$ cat config.mk
export PLATFORM = sky130hd
export DESIGN_NAME = cssq_top
export DESIGN_NICKNAME = d
export VERILOG_FILES = /design/src/pkg/cssq_pkg.sv /design/src/cssq_top.sv
export SDC_FILE = /design/constraint.sdc
export NUM_CORES = 1
export LEC_CHECK = 0
export ABC_AREA = 0
export BUFFER_PORTS_ARGS = -buffer_cell sky130_fd_sc_hd__buf_2
export CAP_MARGIN = 20
export CORE_UTILIZATION = 45
export DETAILED_ROUTE_END_ITERATION = 12
export PLACE_DENSITY = 0.79
export SYNTH_ARGS = -nofsm -noshare
export SYNTH_HDL_FRONTEND = slang
export SYNTH_SLANG_ARGS = --single-unit
$ cat constraint.sdc
create_clock -name pclk -period 3.46 [get_ports pclk]
set_input_delay 0.692 -clock pclk [delete_from_list [all_inputs] [get_ports pclk]]
set_output_delay 0.692 -clock pclk [all_outputs]
set_load 0.03 [all_outputs]
$ cat src/pkg/cssq_pkg.sv
// Shared constants, types and register map of the clock source start-up sequencer.
package cssq_pkg;

  // Register byte offsets on the APB slave.
  localparam logic [7:0] ADDR_FUSE   = 8'h00;
  localparam logic [7:0] ADDR_CTRL   = 8'h04;
  localparam logic [7:0] ADDR_STATUS = 8'h08;
  localparam logic [7:0] ADDR_COUNT  = 8'h0C;

  // Fuse register layout; a one means unprogrammed, a zero programmed.
  localparam int FUSE_SRC_LSB = 0;
  localparam int FUSE_SUT_LSB = 4;
  localparam int FUSE_DIV_BIT = 6;
  localparam logic [6:0] FUSE_RESET = 7'h22;

  // Sleep request codes held in the control register.
  localparam logic [1:0] SLEEP_NONE = 2'h0;
  localparam logic [1:0] SLEEP_ADC  = 2'h1;
  localparam logic [1:0] SLEEP_PD   = 2'h2;

  // Cycle counts that stay below the parameter threshold.
  localparam logic [15:0] CK_EXT  = 16'h0006;
  localparam logic [15:0] CK_14   = 16'h000E;
  localparam logic [15:0] CK_258  = 16'h0102;
  localparam logic [15:0] CK_1K   = 16'h0400;
  localparam logic [15:0] TOUT_0  = 16'h0000;
  localparam logic [15:0] TOUT_512 = 16'h0200;

  // Bit positions inside the pin group.
  localparam int PIN_WDT   = 6;
  localparam int PIN_ASY   = 7;
  localparam int PIN_RST   = 8;
  localparam int PIN_W_LSB = 9;
  localparam int PIN_W_MSB = 11;
  // Synchroniser value after reset: the other reset source counts as still holding, so no
  // time-out can start before that pin has really been seen low.
  localparam logic [11:0] SYNC_RESET = 12'h100;

  typedef enum logic [2:0] {
    SRC_LP   = 3'b000,
    SRC_FS   = 3'b001,
    SRC_LF   = 3'b010,
    SRC_RC128 = 3'b011,
    SRC_RC8M = 3'b100,
    SRC_EXT  = 3'b101
  } cssq_src_type;

  typedef enum logic [2:0] {
    ST_HOLD    = 3'b000,
    ST_TIMEOUT = 3'b001,
    ST_STARTUP = 3'b010,
    ST_RUN     = 3'b011,
    ST_ADCNR   = 3'b100,
    ST_SLEEP   = 3'b101
  } cssq_state_type;

  typedef struct packed {
    cssq_src_type src;
    logic [2:0]   lp_range;
    logic [15:0]  tout;
    logic [15:0]  start;
    logic         div8;
    logic         invalid;
  } cssq_cfg_type;

  // Asynchronous pins, all sampled through the three-stage synchroniser.
  typedef struct packed {
    logic       addr_match;
    logic       start_cond;
    logic       ext_int;
    logic       other_reset;
    logic       async_xtal;
    logic       wdt_osc;
    logic [5:0] osc;
  } cssq_pin_type;

  typedef struct packed {
    logic core_clock_domain;
    logic peripheral_clock_domain;
    logic program_memory_clock;
    logic async_timer_clock;
    logic converter_clock_domain;
  } cssq_clk_en_type;

endpackage

$ cat src/cssq_top.sv
// Clock source decode, reset time-out, start-up count and clock domain enables.
//
// Local design decisions: the address map and the APB slave port.
`timescale 1ns/1ps
// What this block does
// - Fuse codes 1111-1000 low power, 0111-0110 full swing, 0101-0100 low freq crystal.
// - Code 0011 picks 128kHz RC, 0010 calibrated RC, 0000 external; 0001 reserved.
// - Every fuse bit reads one as unprogrammed and zero as programmed.
// - Default fuses select calibrated RC, divide by eight, startup field 10.
// - Internal reset stays after other reset sources release, for a further time-out.
// - Time-out counts watchdog oscillator cycles: zero, 512 or 8192.
// - Counter of selected oscillator cycles holds reset until the start-up count ends.
// - Reset start applies time-out and start-up; power-down wake applies start-up only.
// - In low power crystal mode upper three select bits give the frequency range.
// - Low select bit plus startup fuses choose 258, 1K or 16K cycle start-up.
// - Slow rising power adds 14 cycles plus long time-out; fast adds short time-out.
// - Brown-out detector settings add only 14 cycles with no time-out.
// - Programmed divide fuse divides the internal clock by eight for the system.
// - Halting the core clock stops all core operation.
// - Asynchronous wake inputs work while the peripheral clock is halted.
// - Program memory clock runs whenever the core clock runs.
// - Async timer clock comes from its own crystal and runs during sleep.
// - Converter clock has its own domain and runs in ADC noise reduction sleep while core and peripherals halt.
module cssq_top #(
  parameter logic [15:0] TOUT_8K_CYCLES  = 16'h2000,
  parameter logic [15:0] START_16K_CYCLES = 16'h4000,
  parameter logic [15:0] START_32K_CYCLES = 16'h8000
) (
  input  wire logic                      pclk,
  input  wire logic                      presetn,
  input  wire logic                      psel,
  input  wire logic                      penable,
  input  wire logic                      pwrite,
  input  wire logic [7:0]                paddr,
  input  wire logic [31:0]               pwdata,
  output logic [31:0]                    prdata,
  output logic                           pready,
  output logic                           pslverr,
  input  wire cssq_pkg::cssq_pin_type    pins_in,
  output logic                           internal_reset_n,
  output logic                           core_halted,
  output cssq_pkg::cssq_clk_en_type      clk_en
);

  logic [11:0]                pin_vec;
  logic [11:0]                sync1_reg;
  logic [11:0]                sync2_reg;
  logic [11:0]                sync3_reg;
  logic [11:0]                stable_reg;
  logic [11:0]                rise;
  logic [5:0]                 osc_rise;
  logic                       other_rst;
  logic                       wdt_tick;
  logic                       async_tick;
  logic                       wake;
  logic                       sel_tick;
  logic                       sys_tick;
  logic [6:0]                 fuse_reg;
  logic [1:0]                 ctrl_reg;
  cssq_pkg::cssq_cfg_type     cfg_reg;
  cssq_pkg::cssq_cfg_type     dec_next;
  cssq_pkg::cssq_state_type   state_reg;
  logic [15:0]                cnt_reg;
  logic [15:0]                target;
  logic                       from_reset_reg;
  logic [2:0]                 div_reg;
  logic                       wr_en;
  logic                       setup;
  logic                       hit;
  logic [31:0]                rd_value;

  // Time-out length in watchdog cycles for a power condition: 0 brown-out, 1 fast, 2 slow.
  function automatic logic [15:0] tout_of(input logic [1:0] kind);
    logic [15:0] t;
    t = cssq_pkg::TOUT_0;
    if (kind == 2'h1) begin
      t = cssq_pkg::TOUT_512;
    end else if (kind == 2'h2) begin
      t = TOUT_8K_CYCLES;
    end
    return t;
  endfunction

  // Fuse decode; programmed bits are zero throughout.
  function automatic cssq_pkg::cssq_cfg_type decode(input logic [6:0] f);
    cssq_pkg::cssq_cfg_type c;
    logic [3:0] ck;
    logic [1:0] startup_time_fuses;
    logic [2:0] sel;
    ck  = f[cssq_pkg::FUSE_SRC_LSB +: 4];
    startup_time_fuses = f[cssq_pkg::FUSE_SUT_LSB +: 2];
    sel = {ck[0], startup_time_fuses};
    c.src      = cssq_pkg::SRC_RC8M;
    c.lp_range = 3'h0;
    c.tout     = tout_of(startup_time_fuses);
    c.start    = cssq_pkg::CK_EXT;
    c.div8     = ~f[cssq_pkg::FUSE_DIV_BIT];
    c.invalid  = 1'b0;
    if (ck[3] || ck[3:1] == 3'h3) begin
      c.src      = ck[3] ? cssq_pkg::SRC_LP : cssq_pkg::SRC_FS;
      c.lp_range = ck[3] ? ck[3:1] : 3'h0;
      case (sel)
        3'h0: begin c.start = cssq_pkg::CK_258; c.tout = tout_of(2'h1); end
        3'h1: begin c.start = cssq_pkg::CK_258; c.tout = tout_of(2'h2); end
        3'h2: begin c.start = cssq_pkg::CK_1K;  c.tout = tout_of(2'h0); end
        3'h3: begin c.start = cssq_pkg::CK_1K;  c.tout = tout_of(2'h1); end
        3'h4: begin c.start = cssq_pkg::CK_1K;  c.tout = tout_of(2'h2); end
        3'h5: begin c.start = START_16K_CYCLES; c.tout = tout_of(2'h0); end
        3'h6: begin c.start = START_16K_CYCLES; c.tout = tout_of(2'h1); end
        default: begin c.start = START_16K_CYCLES; c.tout = tout_of(2'h2); end
      endcase
    end else if (ck[3:1] == 3'h2) begin
      c.src   = cssq_pkg::SRC_LF;
      c.start = ck[0] ? START_32K_CYCLES : cssq_pkg::CK_1K;
      c.invalid = (startup_time_fuses == 2'h3);
    end else if (ck == 4'h3) begin
      c.src     = cssq_pkg::SRC_RC128;
      c.invalid = (startup_time_fuses == 2'h3);
    end else if (ck == 4'h2) begin
      c.src     = cssq_pkg::SRC_RC8M;
      c.invalid = (startup_time_fuses == 2'h3);
    end else if (ck == 4'h0) begin
      c.src     = cssq_pkg::SRC_EXT;
      c.invalid = (startup_time_fuses == 2'h3);
    end else begin
      c.invalid = 1'b1;
    end
    // A bad code gets the internal RC, full time-out and the slow divided clock, which
    // works on any board whatever crystal is fitted.
    if (c.invalid) begin
      c.src      = cssq_pkg::SRC_RC8M;
      c.lp_range = 3'h0;
      c.start    = cssq_pkg::CK_EXT;
      c.tout     = tout_of(2'h2);
      c.div8     = 1'b1;
    end
    return c;
  endfunction

  localparam cssq_pkg::cssq_cfg_type CFG_RESET = decode(cssq_pkg::FUSE_RESET);

  // Pin synchroniser: a level counts once stages two and three agree.
  assign pin_vec = pins_in;

  always_ff @(posedge pclk or negedge presetn) begin
    if (!presetn) begin
      sync1_reg  <= cssq_pkg::SYNC_RESET;
      sync2_reg  <= cssq_pkg::SYNC_RESET;
      sync3_reg  <= cssq_pkg::SYNC_RESET;
      stable_reg <= cssq_pkg::SYNC_RESET;
    end else begin
      sync1_reg  <= pin_vec;
      sync2_reg  <= sync1_reg;
      sync3_reg  <= sync2_reg;
      stable_reg <= (sync2_reg & sync3_reg) | (stable_reg & (sync2_reg ^ sync3_reg));
    end
  end

  assign rise       = sync2_reg & sync3_reg & ~stable_reg;
  assign osc_rise   = rise[5:0];
  assign other_rst  = stable_reg[cssq_pkg::PIN_RST];
  assign wdt_tick   = rise[cssq_pkg::PIN_WDT];
  assign async_tick = rise[cssq_pkg::PIN_ASY];
  assign wake       = |rise[cssq_pkg::PIN_W_MSB:cssq_pkg::PIN_W_LSB];
  assign sel_tick   = osc_rise[cfg_reg.src];
  assign sys_tick   = sel_tick && (!cfg_reg.div8 || div_reg == 3'h7);
  assign dec_next   = decode(fuse_reg);
  assign target     = cfg_reg.start + (from_reset_reg ? cssq_pkg::CK_14 : 16'h0000);

  // Fuses are latched when the outside reset lets go, so a later write waits for the next
  // reset sequence instead of switching the source under a running core.
  always_ff @(posedge pclk or negedge presetn) begin
    if (!presetn) begin
      cfg_reg <= CFG_RESET;
    end else if (state_reg == cssq_pkg::ST_HOLD && !other_rst) begin
      cfg_reg <= dec_next;
    end
  end

  // Start-up sequencer.
  always_ff @(posedge pclk or negedge presetn) begin
    if (!presetn) begin
      state_reg        <= cssq_pkg::ST_HOLD;
      cnt_reg          <= 16'h0000;
      from_reset_reg   <= 1'b1;
      internal_reset_n <= 1'b0;
    end else if (other_rst) begin
      state_reg        <= cssq_pkg::ST_HOLD;
      cnt_reg          <= 16'h0000;
      from_reset_reg   <= 1'b1;
      internal_reset_n <= 1'b0;
    end else begin
      case (state_reg)
        cssq_pkg::ST_HOLD: begin
          cnt_reg        <= 16'h0000;
          from_reset_reg <= 1'b1;
          if (dec_next.tout == cssq_pkg::TOUT_0) begin
            state_reg <= cssq_pkg::ST_STARTUP;
          end else begin
            state_reg <= cssq_pkg::ST_TIMEOUT;
          end
        end
        cssq_pkg::ST_TIMEOUT: begin
          if (wdt_tick) begin
            if (cnt_reg == cfg_reg.tout - 16'h0001) begin
              cnt_reg   <= 16'h0000;
              state_reg <= cssq_pkg::ST_STARTUP;
            end else begin
              cnt_reg <= cnt_reg + 16'h0001;
            end
          end
        end
        cssq_pkg::ST_STARTUP: begin
          if (sel_tick) begin
            if (cnt_reg == target - 16'h0001) begin
              cnt_reg          <= 16'h0000;
              state_reg        <= cssq_pkg::ST_RUN;
              internal_reset_n <= 1'b1;
            end else begin
              cnt_reg <= cnt_reg + 16'h0001;
            end
          end
        end
        cssq_pkg::ST_RUN: begin
          if (ctrl_reg == cssq_pkg::SLEEP_PD) begin
            state_reg <= cssq_pkg::ST_SLEEP;
          end else if (ctrl_reg == cssq_pkg::SLEEP_ADC) begin
            state_reg <= cssq_pkg::ST_ADCNR;
          end
        end
        cssq_pkg::ST_ADCNR: begin
          if (wake) begin
            state_reg <= cssq_pkg::ST_RUN;
          end
        end
        cssq_pkg::ST_SLEEP: begin
          // The oscillator was stopped, so it must settle again, but supply is assumed good.
          if (wake) begin
            state_reg      <= cssq_pkg::ST_STARTUP;
            cnt_reg        <= 16'h0000;
            from_reset_reg <= 1'b0;
          end
        end
        default: begin
          state_reg <= cssq_pkg::ST_HOLD;
        end
      endcase
    end
  end

  // System clock prescaler on the selected oscillator.
  always_ff @(posedge pclk or negedge presetn) begin
    if (!presetn) begin
      div_reg <= 3'h0;
    end else if (state_reg == cssq_pkg::ST_HOLD) begin
      div_reg <= 3'h0;
    end else if (sel_tick) begin
      div_reg <= div_reg + 3'h1;
    end
  end

  // Clock domain enables.
  always_ff @(posedge pclk or negedge presetn) begin
    if (!presetn) begin
      clk_en <= '0;
    end else begin
      clk_en.core_clock_domain       <= sys_tick && state_reg == cssq_pkg::ST_RUN;
      clk_en.program_memory_clock    <= sys_tick && state_reg == cssq_pkg::ST_RUN;
      clk_en.peripheral_clock_domain <= sys_tick && state_reg == cssq_pkg::ST_RUN;
      clk_en.converter_clock_domain  <= sys_tick && (state_reg == cssq_pkg::ST_RUN ||
                                        state_reg == cssq_pkg::ST_ADCNR);
      clk_en.async_timer_clock       <= async_tick;
    end
  end

  assign core_halted = (state_reg != cssq_pkg::ST_RUN);

  // APB slave, zero wait states.
  assign pready = 1'b1;
  assign setup  = psel && !penable;
  assign wr_en  = psel && penable && pwrite;
  assign hit    = (paddr == cssq_pkg::ADDR_FUSE) || (paddr == cssq_pkg::ADDR_CTRL) ||
                  (paddr == cssq_pkg::ADDR_STATUS) || (paddr == cssq_pkg::ADDR_COUNT);

  always_ff @(posedge pclk or negedge presetn) begin
    if (!presetn) begin
      fuse_reg <= cssq_pkg::FUSE_RESET;
    end else if (wr_en && paddr == cssq_pkg::ADDR_FUSE) begin
      fuse_reg <= pwdata[6:0];
    end
  end

  // A software write wins over the hardware clear on wake, so a new request is never lost.
  always_ff @(posedge pclk or negedge presetn) begin
    if (!presetn) begin
      ctrl_reg <= cssq_pkg::SLEEP_NONE;
    end else if (wr_en && paddr == cssq_pkg::ADDR_CTRL) begin
      ctrl_reg <= pwdata[1:0];
    end else if (wake && (state_reg == cssq_pkg::ST_SLEEP ||
                          state_reg == cssq_pkg::ST_ADCNR)) begin
      ctrl_reg <= cssq_pkg::SLEEP_NONE;
    end
  end

  always_comb begin
    rd_value = 32'h0000_0000;
    if (paddr == cssq_pkg::ADDR_FUSE) begin
      rd_value = {25'h000_0000, fuse_reg};
    end else if (paddr == cssq_pkg::ADDR_CTRL) begin
      rd_value = {30'h0000_0000, ctrl_reg};
    end else if (paddr == cssq_pkg::ADDR_STATUS) begin
      rd_value = {20'h0_0000, internal_reset_n, cfg_reg.lp_range, cfg_reg.invalid,
                  cfg_reg.div8, cfg_reg.src, state_reg};
    end else if (paddr == cssq_pkg::ADDR_COUNT) begin
      rd_value = {16'h0000, cnt_reg};
    end
  end

  always_ff @(posedge pclk or negedge presetn) begin
    if (!presetn) begin
      prdata  <= 32'h0000_0000;
      pslverr <= 1'b0;
    end else if (setup) begin
      prdata  <= pwrite ? 32'h0000_0000 : rd_value;
      pslverr <= !hit;
    end
  end
endmodule // cssq_top

# After elaboration in Yosys (flattened, before gate mapping)

Cells that the tools add are included.

Reduce and logical (&&, ||, !) cells: 38
Add/subtract/negate cells: 5
Muxes and demuxes: 57
Bitwise logic cells: 7
Equality and inequality tests: 34
$lt $le $gt $ge: 1

Operator list:

| kind                                                | count |
|---|---|
| case mux 30 bit (7 select lines)                    | 1 |
| 2-to-1 mux 16 bit                                   | 10 |
| 2-to-1 mux 32 bit                                   | 4 |
| case mux 16 bit (4 select lines)                    | 1 |
| 2-to-1 mux 3 bit                                    | 15 |
| 2-to-1 mux 39 bit                                   | 1 |
| bitwise AND 12 bit                                  | 3 |
| equality test 16 bit                                | 2 |
| subtractor 16 x 1 -> 16 bit, second input constant  | 2 |
| 2-to-1 mux 14 bit                                   | 2 |
| 2-to-1 mux 19 bit                                   | 1 |
| equality test 3 x 2 -> 1 bit, second input constant | 6 |
| equality test 3 bit, second input constant          | 6 |
| inequality test 3 bit, second input constant        | 6 |
| case mux 3 bit (6 select lines)                     | 1 |
| adder 16 x 1 -> 16 bit, second input constant       | 1 |
| adder 16 x 4 -> 16 bit                              | 1 |
| equality test 8 x 4 -> 1 bit, second input constant | 2 |
| zero test 16 bit                                    | 1 |
| 2-to-1 mux 1 bit                                    | 15 |
| NOT 12 bit                                          | 1 |
| OR 12 bit                                           | 1 |
| XOR 12 bit                                          | 1 |
| logical AND 1 bit                                   | 10 |
| 27 further kinds                                    | 48 |

Output and inout bits: 41
Register bits after elaboration: 157

# Longest topological paths before layout

Depth after elaboration: 11
Depth in mapped cells: 12
Mapped depth without buffers: 11

# Least setup slack after synthesis

No wires, ideal clock.

Path type: reg2reg
From: reg from_reset_reg
To: reg cnt_reg[15]
Data required time: 3.325 ns
Data arrival time: 3.135 ns
Setup slack: 0.190 ns
Period minus slack after synthesis: 3.270 ns
Cell stages (with the launch flop): 13
Cells stage by stage: dfstp_2 > inv_1 > ha_1 > fa_1 > ha_1 > ha_1 > xor2_1 > nand3_1 > a2111o_1 > o31a_4 > buf_6 > o221ai_2 > o211ai_1

Word-level cells in the longest chain between the ends: 8

Ends and longest elaborated chain:

| element                          | line            | RTL |
|---|---|---|
| from (decl)                      | cssq_top.sv:65  | `logic from_reset_reg;` |
| from (signal assigned)           | cssq_top.sv:185 | `from_reset_reg <= 1'b1;` |
| from (signal assigned)           | cssq_top.sv:190 | `from_reset_reg <= 1'b1;` |
| from (signal assigned)           | cssq_top.sv:196 | `from_reset_reg <= 1'b1;` |
| 2-to-1 mux 4 bit                 | cssq_top.sv:168 | `assign target = cfg_reg.start + (from_reset_reg ? cssq_pkg::CK_14 : 16'h0000);` |
| adder 16 x 4 -> 16 bit           | cssq_top.sv:168 |  |
| subtractor 16 x 1 -> 16 bit      | cssq_top.sv:215 | `if (cnt_reg == target - 16'h0001) begin` |
| equality test 16 bit             | cssq_top.sv:215 |  |
| 2-to-1 mux 16 bit                | cssq_top.sv:215 |  |
| 2-to-1 mux 16 bit                | cssq_top.sv:214 | `if (sel_tick) begin` |
| case mux 16 bit (4 select lines) | cssq_top.sv:193 | `case (state_reg)` |
| 2-to-1 mux 16 bit                | cssq_top.sv:187 | `end else if (other_rst) begin` |
| to (signal assigned)             | cssq_top.sv:209 | `cnt_reg <= cnt_reg + 16'h0001;` |
| to (signal assigned)             | cssq_top.sv:220 | `cnt_reg <= cnt_reg + 16'h0001;` |
| to (decl)                        | cssq_top.sv:63  | `logic [15:0] cnt_reg;` |

Every way passes these cells. The select of a mux whose other input is x is not followed.
A chain may end at the register's enable or synchronous reset.

# Worst setup path after layout

From: reg cfg_reg[3] (netlist bit)
To: reg cnt_reg[8]

Word-level cells in the longest chain between the ends: 7

Ends and longest elaborated chain:

| element                          | line            | RTL |
|---|---|---|
| from (decl)                      | cssq_top.sv:60  | `cssq_pkg::cssq_cfg_type cfg_reg;` |
| from (signal assigned)           | cssq_top.sv:176 | `cfg_reg <= dec_next;` |
| adder 16 x 4 -> 16 bit           | cssq_top.sv:168 |  |
| subtractor 16 x 1 -> 16 bit      | cssq_top.sv:215 |  |
| equality test 16 bit             | cssq_top.sv:215 |  |
| 2-to-1 mux 16 bit                | cssq_top.sv:215 |  |
| 2-to-1 mux 16 bit                | cssq_top.sv:214 |  |
| case mux 16 bit (4 select lines) | cssq_top.sv:193 |  |
| 2-to-1 mux 16 bit                | cssq_top.sv:187 |  |

Every way passes these cells. The select of a mux whose other input is x is not followed.

==> flow_summary_export.csv <==
group,metric,value,unit
worst_setup_path,data_arrival_at_the_endpoint_of_the_critical_path,3.58,ns
synthesis,synth_area_leaders,"sky130_fd_sc_hd__dfrtp_1, sky130_fd_sc_hd__dfstp_2, sky130_fd_sc_hd__ha_1",
worst_setup_path,worst_ep_required_time,3.73,ns
global_route,groute.layer.met3.usage,0.0511,
route,routedWlPerCell,16.3,um
global_route,gr-max-usage-layer,"met2",
synthesis,synth_sequential_area_ratio,0.511,
timing,grt_setup_unrepaired,"no",
cts,clock_sink_count,117,
worst_setup_path,r2r_setup_slack,0.15,ns
floorplanning,core_area,0.0123,mm2
cts,tritoncts,"done",
route,vias_per_cell,5.62,
synthesis,synth.cell_area,0.00576,mm2
job,max-cap-violations,0,
global_route,initial_antenna_violation_count,0,
cts,clock_tree.root_cell,"sky130_fd_sc_hd__clkbuf_16",
floorplanning,ioPinCount,98,
worst_setup_path,reg2reg_to,"cnt_reg[8]",
hold_path,hold_class,"in -> async",
worst_setup_path,critical-path-slowest-cell,"sky130_fd_sc_hd__dfstp_2",
global_route,grt_first_pass_wirelength,20300,um
synthesis,synth_cell_type_count,66,
timing,hold_viol_final,0,
global_route,via_count_of_the_first_global_routing_pass,4241,
route,ant_nets,0,
cts,htreeDepth,4,
floorplanning,initial_utilization,0.469,
synthesis,synth-async-reset-ratio,1.00,
global_route,use_met2,0.340,
place,detailed_place.area,0.00609,mm2
timing,post_route_clock_period_utilization,0.956,
timing,maximum_clock_frequency,0.302,GHz
synthesis,synth_flop_type,"sky130_fd_sc_hd__dfrtp_1",
worst_setup_path,number_of_cells_traversed_by_the_worst_register_to_register_path,12,
worst_setup_path,crit_path_max_fanout,9,
global_route,grt_remaining_overflow,0,
synthesis,synth_top_area_frac,0.457,
worst_setup_path,slowest_delay,0.53,ns
power_and_ir_drop,power_density,622,mW/mm2
floorplanning,die_w,115,um
worst_setup_path,cell_type_with_the_highest_occurrence_count_on_the_critical_path,"sky130_fd_sc_hd__ha_1",
power_and_ir_drop,fin_total_pwr,4.23,mW
worst_setup_path,worst_setup_path_start_kind,"register",
finish,num_antenna_cells,0,
finish,flow.area_growth_from_synthesis,18.2,%
synthesis,syn-mean-instance-area,10.7,um2
cts,numCtsBuffers,17,
route,number_of_optimization_iterations_in_the_first_detailed_route_pass,5,
place,detailed_place_hpwl,8610,um
finish,final_util,0.555,
finish,mostFrequentLayoutCells,"sky130_fd_sc_hd__dfrtp_1, sky130_fd_sc_hd__buf_2, sky130_fd_sc_hd__nand2_1",
timing,layout_min_cycle_time,3.31,ns
place,buffer_ports.inserted,55,
route,routed-via-count,4331,
timing,setup-tns-final,0,ns
worst_setup_path,critPathKind,"reg -> reg",
synthesis,synth_edf_count,0,
timing,timing.final.max_slew_violations,0,
route,drt_iter0_markers,278,
cts,clk_pin_slew,0.05,ns
run_status,status,"completed",
finish,nets,669,
timing,finalClockSkew,0.0156,ns
timing,max_slew.worst_pin.slew,1.06,ns
synthesis,ys_ff_latch,117,
finish,design_area,0.00680,mm2
finish,drive_gt1_frac,0.231,
floorplanning,fp.dieArea,0.0132,mm2
global_route,use_met1,0.246,
route,drcViolationCount,0,
global_route,grt_start_max_net_pins,65,
cts,clock_insertion_delay_worst_skew,0.42,ns
synthesis,yosys_warnings,0,
synthesis,synth_largest_area_cell,"sky130_fd_sc_hd__dfrtp_1",
power_and_ir_drop,leak_pwr,3.10,nW
timing,timing.max_slew.rel_slack,0.293,
timing,finalHoldWorstSlack,0.325,ns
global_route,grt.total_usage,0.202,
cts,clock_tree.buffer_depth,2,
floorplanning,height_of_the_die,115,um
worst_setup_path,crit_chain,"inv_1 > ha_1 > fa_1 > ha_1 > ha_1 > xor2_1 > nand3_1 > a2111o_1 > o31a_4 > buf_4 > o211ai_2 > o211ai_1",
floorplanning,row_count,40,
synthesis,post_synth_inst_count,539,
place,place.gp.congestion,0.875,
route,totalWireLength,12600,um
power_and_ir_drop,ir_worst_vdd,0.513,mV
worst_setup_path,setup.worst_path.end_class,"register",
timing,setup_viol,0,
finish,commonest_non_fill_non_tap_cell_in_the_layout,"sky130_fd_sc_hd__dfrtp_1",
worst_setup_path,worstReg2RegStart,"cfg_reg[3]",
logic make-up after synthesis:
kind of cell	share of synthesized area
compound gates	0.170
other cells	0.00130
xor+xnor	0.0243
flops	0.511
mux	0.0363
buf+inv	0.0613
simple gates	0.146
fa+ha+maj	0.0491
where the power goes:
part | switching (mW) | internal [mW] | leakage [nW]
registers | 0.107 | 1.49 | 1.48
clock network | 0.620 | 1.30 | 0.314
logic | 0.456 | 0.267 | 1.30
total | 1.18 | 3.05 | 3.10
synth_stat cells (2+ instances only):
cell type / number
sky130_fd_sc_hd__mux2_2: 11
sky130_fd_sc_hd__o21ai_0: 28
sky130_fd_sc_hd__nor4b_1: 4
sky130_fd_sc_hd__ha_1: 21
sky130_fd_sc_hd__mux2i_1: 4
sky130_fd_sc_hd__o311ai_1: 6
sky130_fd_sc_hd__and3_1: 6
sky130_fd_sc_hd__nand2b_1: 12
sky130_fd_sc_hd__nand2_1: 51
sky130_fd_sc_hd__o211ai_1: 8
sky130_fd_sc_hd__buf_2: 6
sky130_fd_sc_hd__a22o_1: 6
sky130_fd_sc_hd__a211oi_1: 3
sky130_fd_sc_hd__dfrtp_1: 105
sky130_fd_sc_hd__o211ai_2: 8
sky130_fd_sc_hd__a21o_1: 12
sky130_fd_sc_hd__o221ai_2: 2
sky130_fd_sc_hd__o2111ai_1: 4
sky130_fd_sc_hd__a31oi_1: 2
sky130_fd_sc_hd__or3_1: 12
sky130_fd_sc_hd__conb_1: 2
sky130_fd_sc_hd__xor2_1: 8
sky130_fd_sc_hd__nand4_1: 5
sky130_fd_sc_hd__nand3_1: 15
sky130_fd_sc_hd__a22oi_1: 16
sky130_fd_sc_hd__mux4_2: 2
sky130_fd_sc_hd__nand3b_1: 3
sky130_fd_sc_hd__o32ai_1: 2
sky130_fd_sc_hd__clkbuf_1: 23
sky130_fd_sc_hd__dfstp_2: 12
sky130_fd_sc_hd__a21oi_1: 12
sky130_fd_sc_hd__inv_1: 20
sky130_fd_sc_hd__nor3b_1: 3
sky130_fd_sc_hd__nor2b_1: 10
sky130_fd_sc_hd__xnor2_1: 8
sky130_fd_sc_hd__nor2_1: 29
sky130_fd_sc_hd__and2_1: 2
sky130_fd_sc_hd__nor3_1: 9
sky130_fd_sc_hd__buf_4: 20
per-stage QoR:
step                worst slack (ns)  instances
floorplan                      0.190        554
global placement              0.0964        735
detailed placement           0.00601        735
CTS                          0.00135        767
global route                  0.0272        771
finish                         0.153        771
critical path: cells and delay by family (launching register included):
family | cells | cell delay [ns]
xor gates and xnor gates | 1 | 0.14
and+or+nand+nor | 1 | 0.08
buffers and inverters | 2 | 0.21
AOI/OAI and AO/OA | 4 | 1.05
DFF | 1 | 0.53
adders and majority gates | 4 | 1.14
worst max path at each step:
stage / startpoint / endpoint / cells past startpoint
after floorplan: from_reset_reg / cnt_reg[15] / 12
after global placement: cfg_reg[3] / cnt_reg[5] / 11
after detailed placement: cfg_reg[3] / cnt_reg[5] / 11
after CTS: cfg_reg[3] / cnt_reg[5] / 11
after global routing: cfg_reg[3] / cnt_reg[12] / 12
final: cfg_reg[3] / cnt_reg[8] / 12
what timing repair did:
item	in CTS	in global routing
setup endpoints to repair	0	17
gates resized for setup	0	4
buffers inserted	0	2
hold buffers	0	0
area by class of cell:
type / count / area, um2
Sequential cell: 117 / 2940
Inverter: 20 / 75.1
Timing Repair Buffer: 65 / 365
Fill cell: 1029 / 5460
Tap cell: 168 / 210
Clock buffer: 20 / 447
Multi-Input combinational cell: 369 / 2560
Clock inverter: 12 / 203
routing by layer:
layer,wire (um),part of all wire
met4,272,0.022
met2,6230,0.49
met5,0,0
met1,5310,0.42
met3,791,0.063
(Power assumes the default switching activity.)
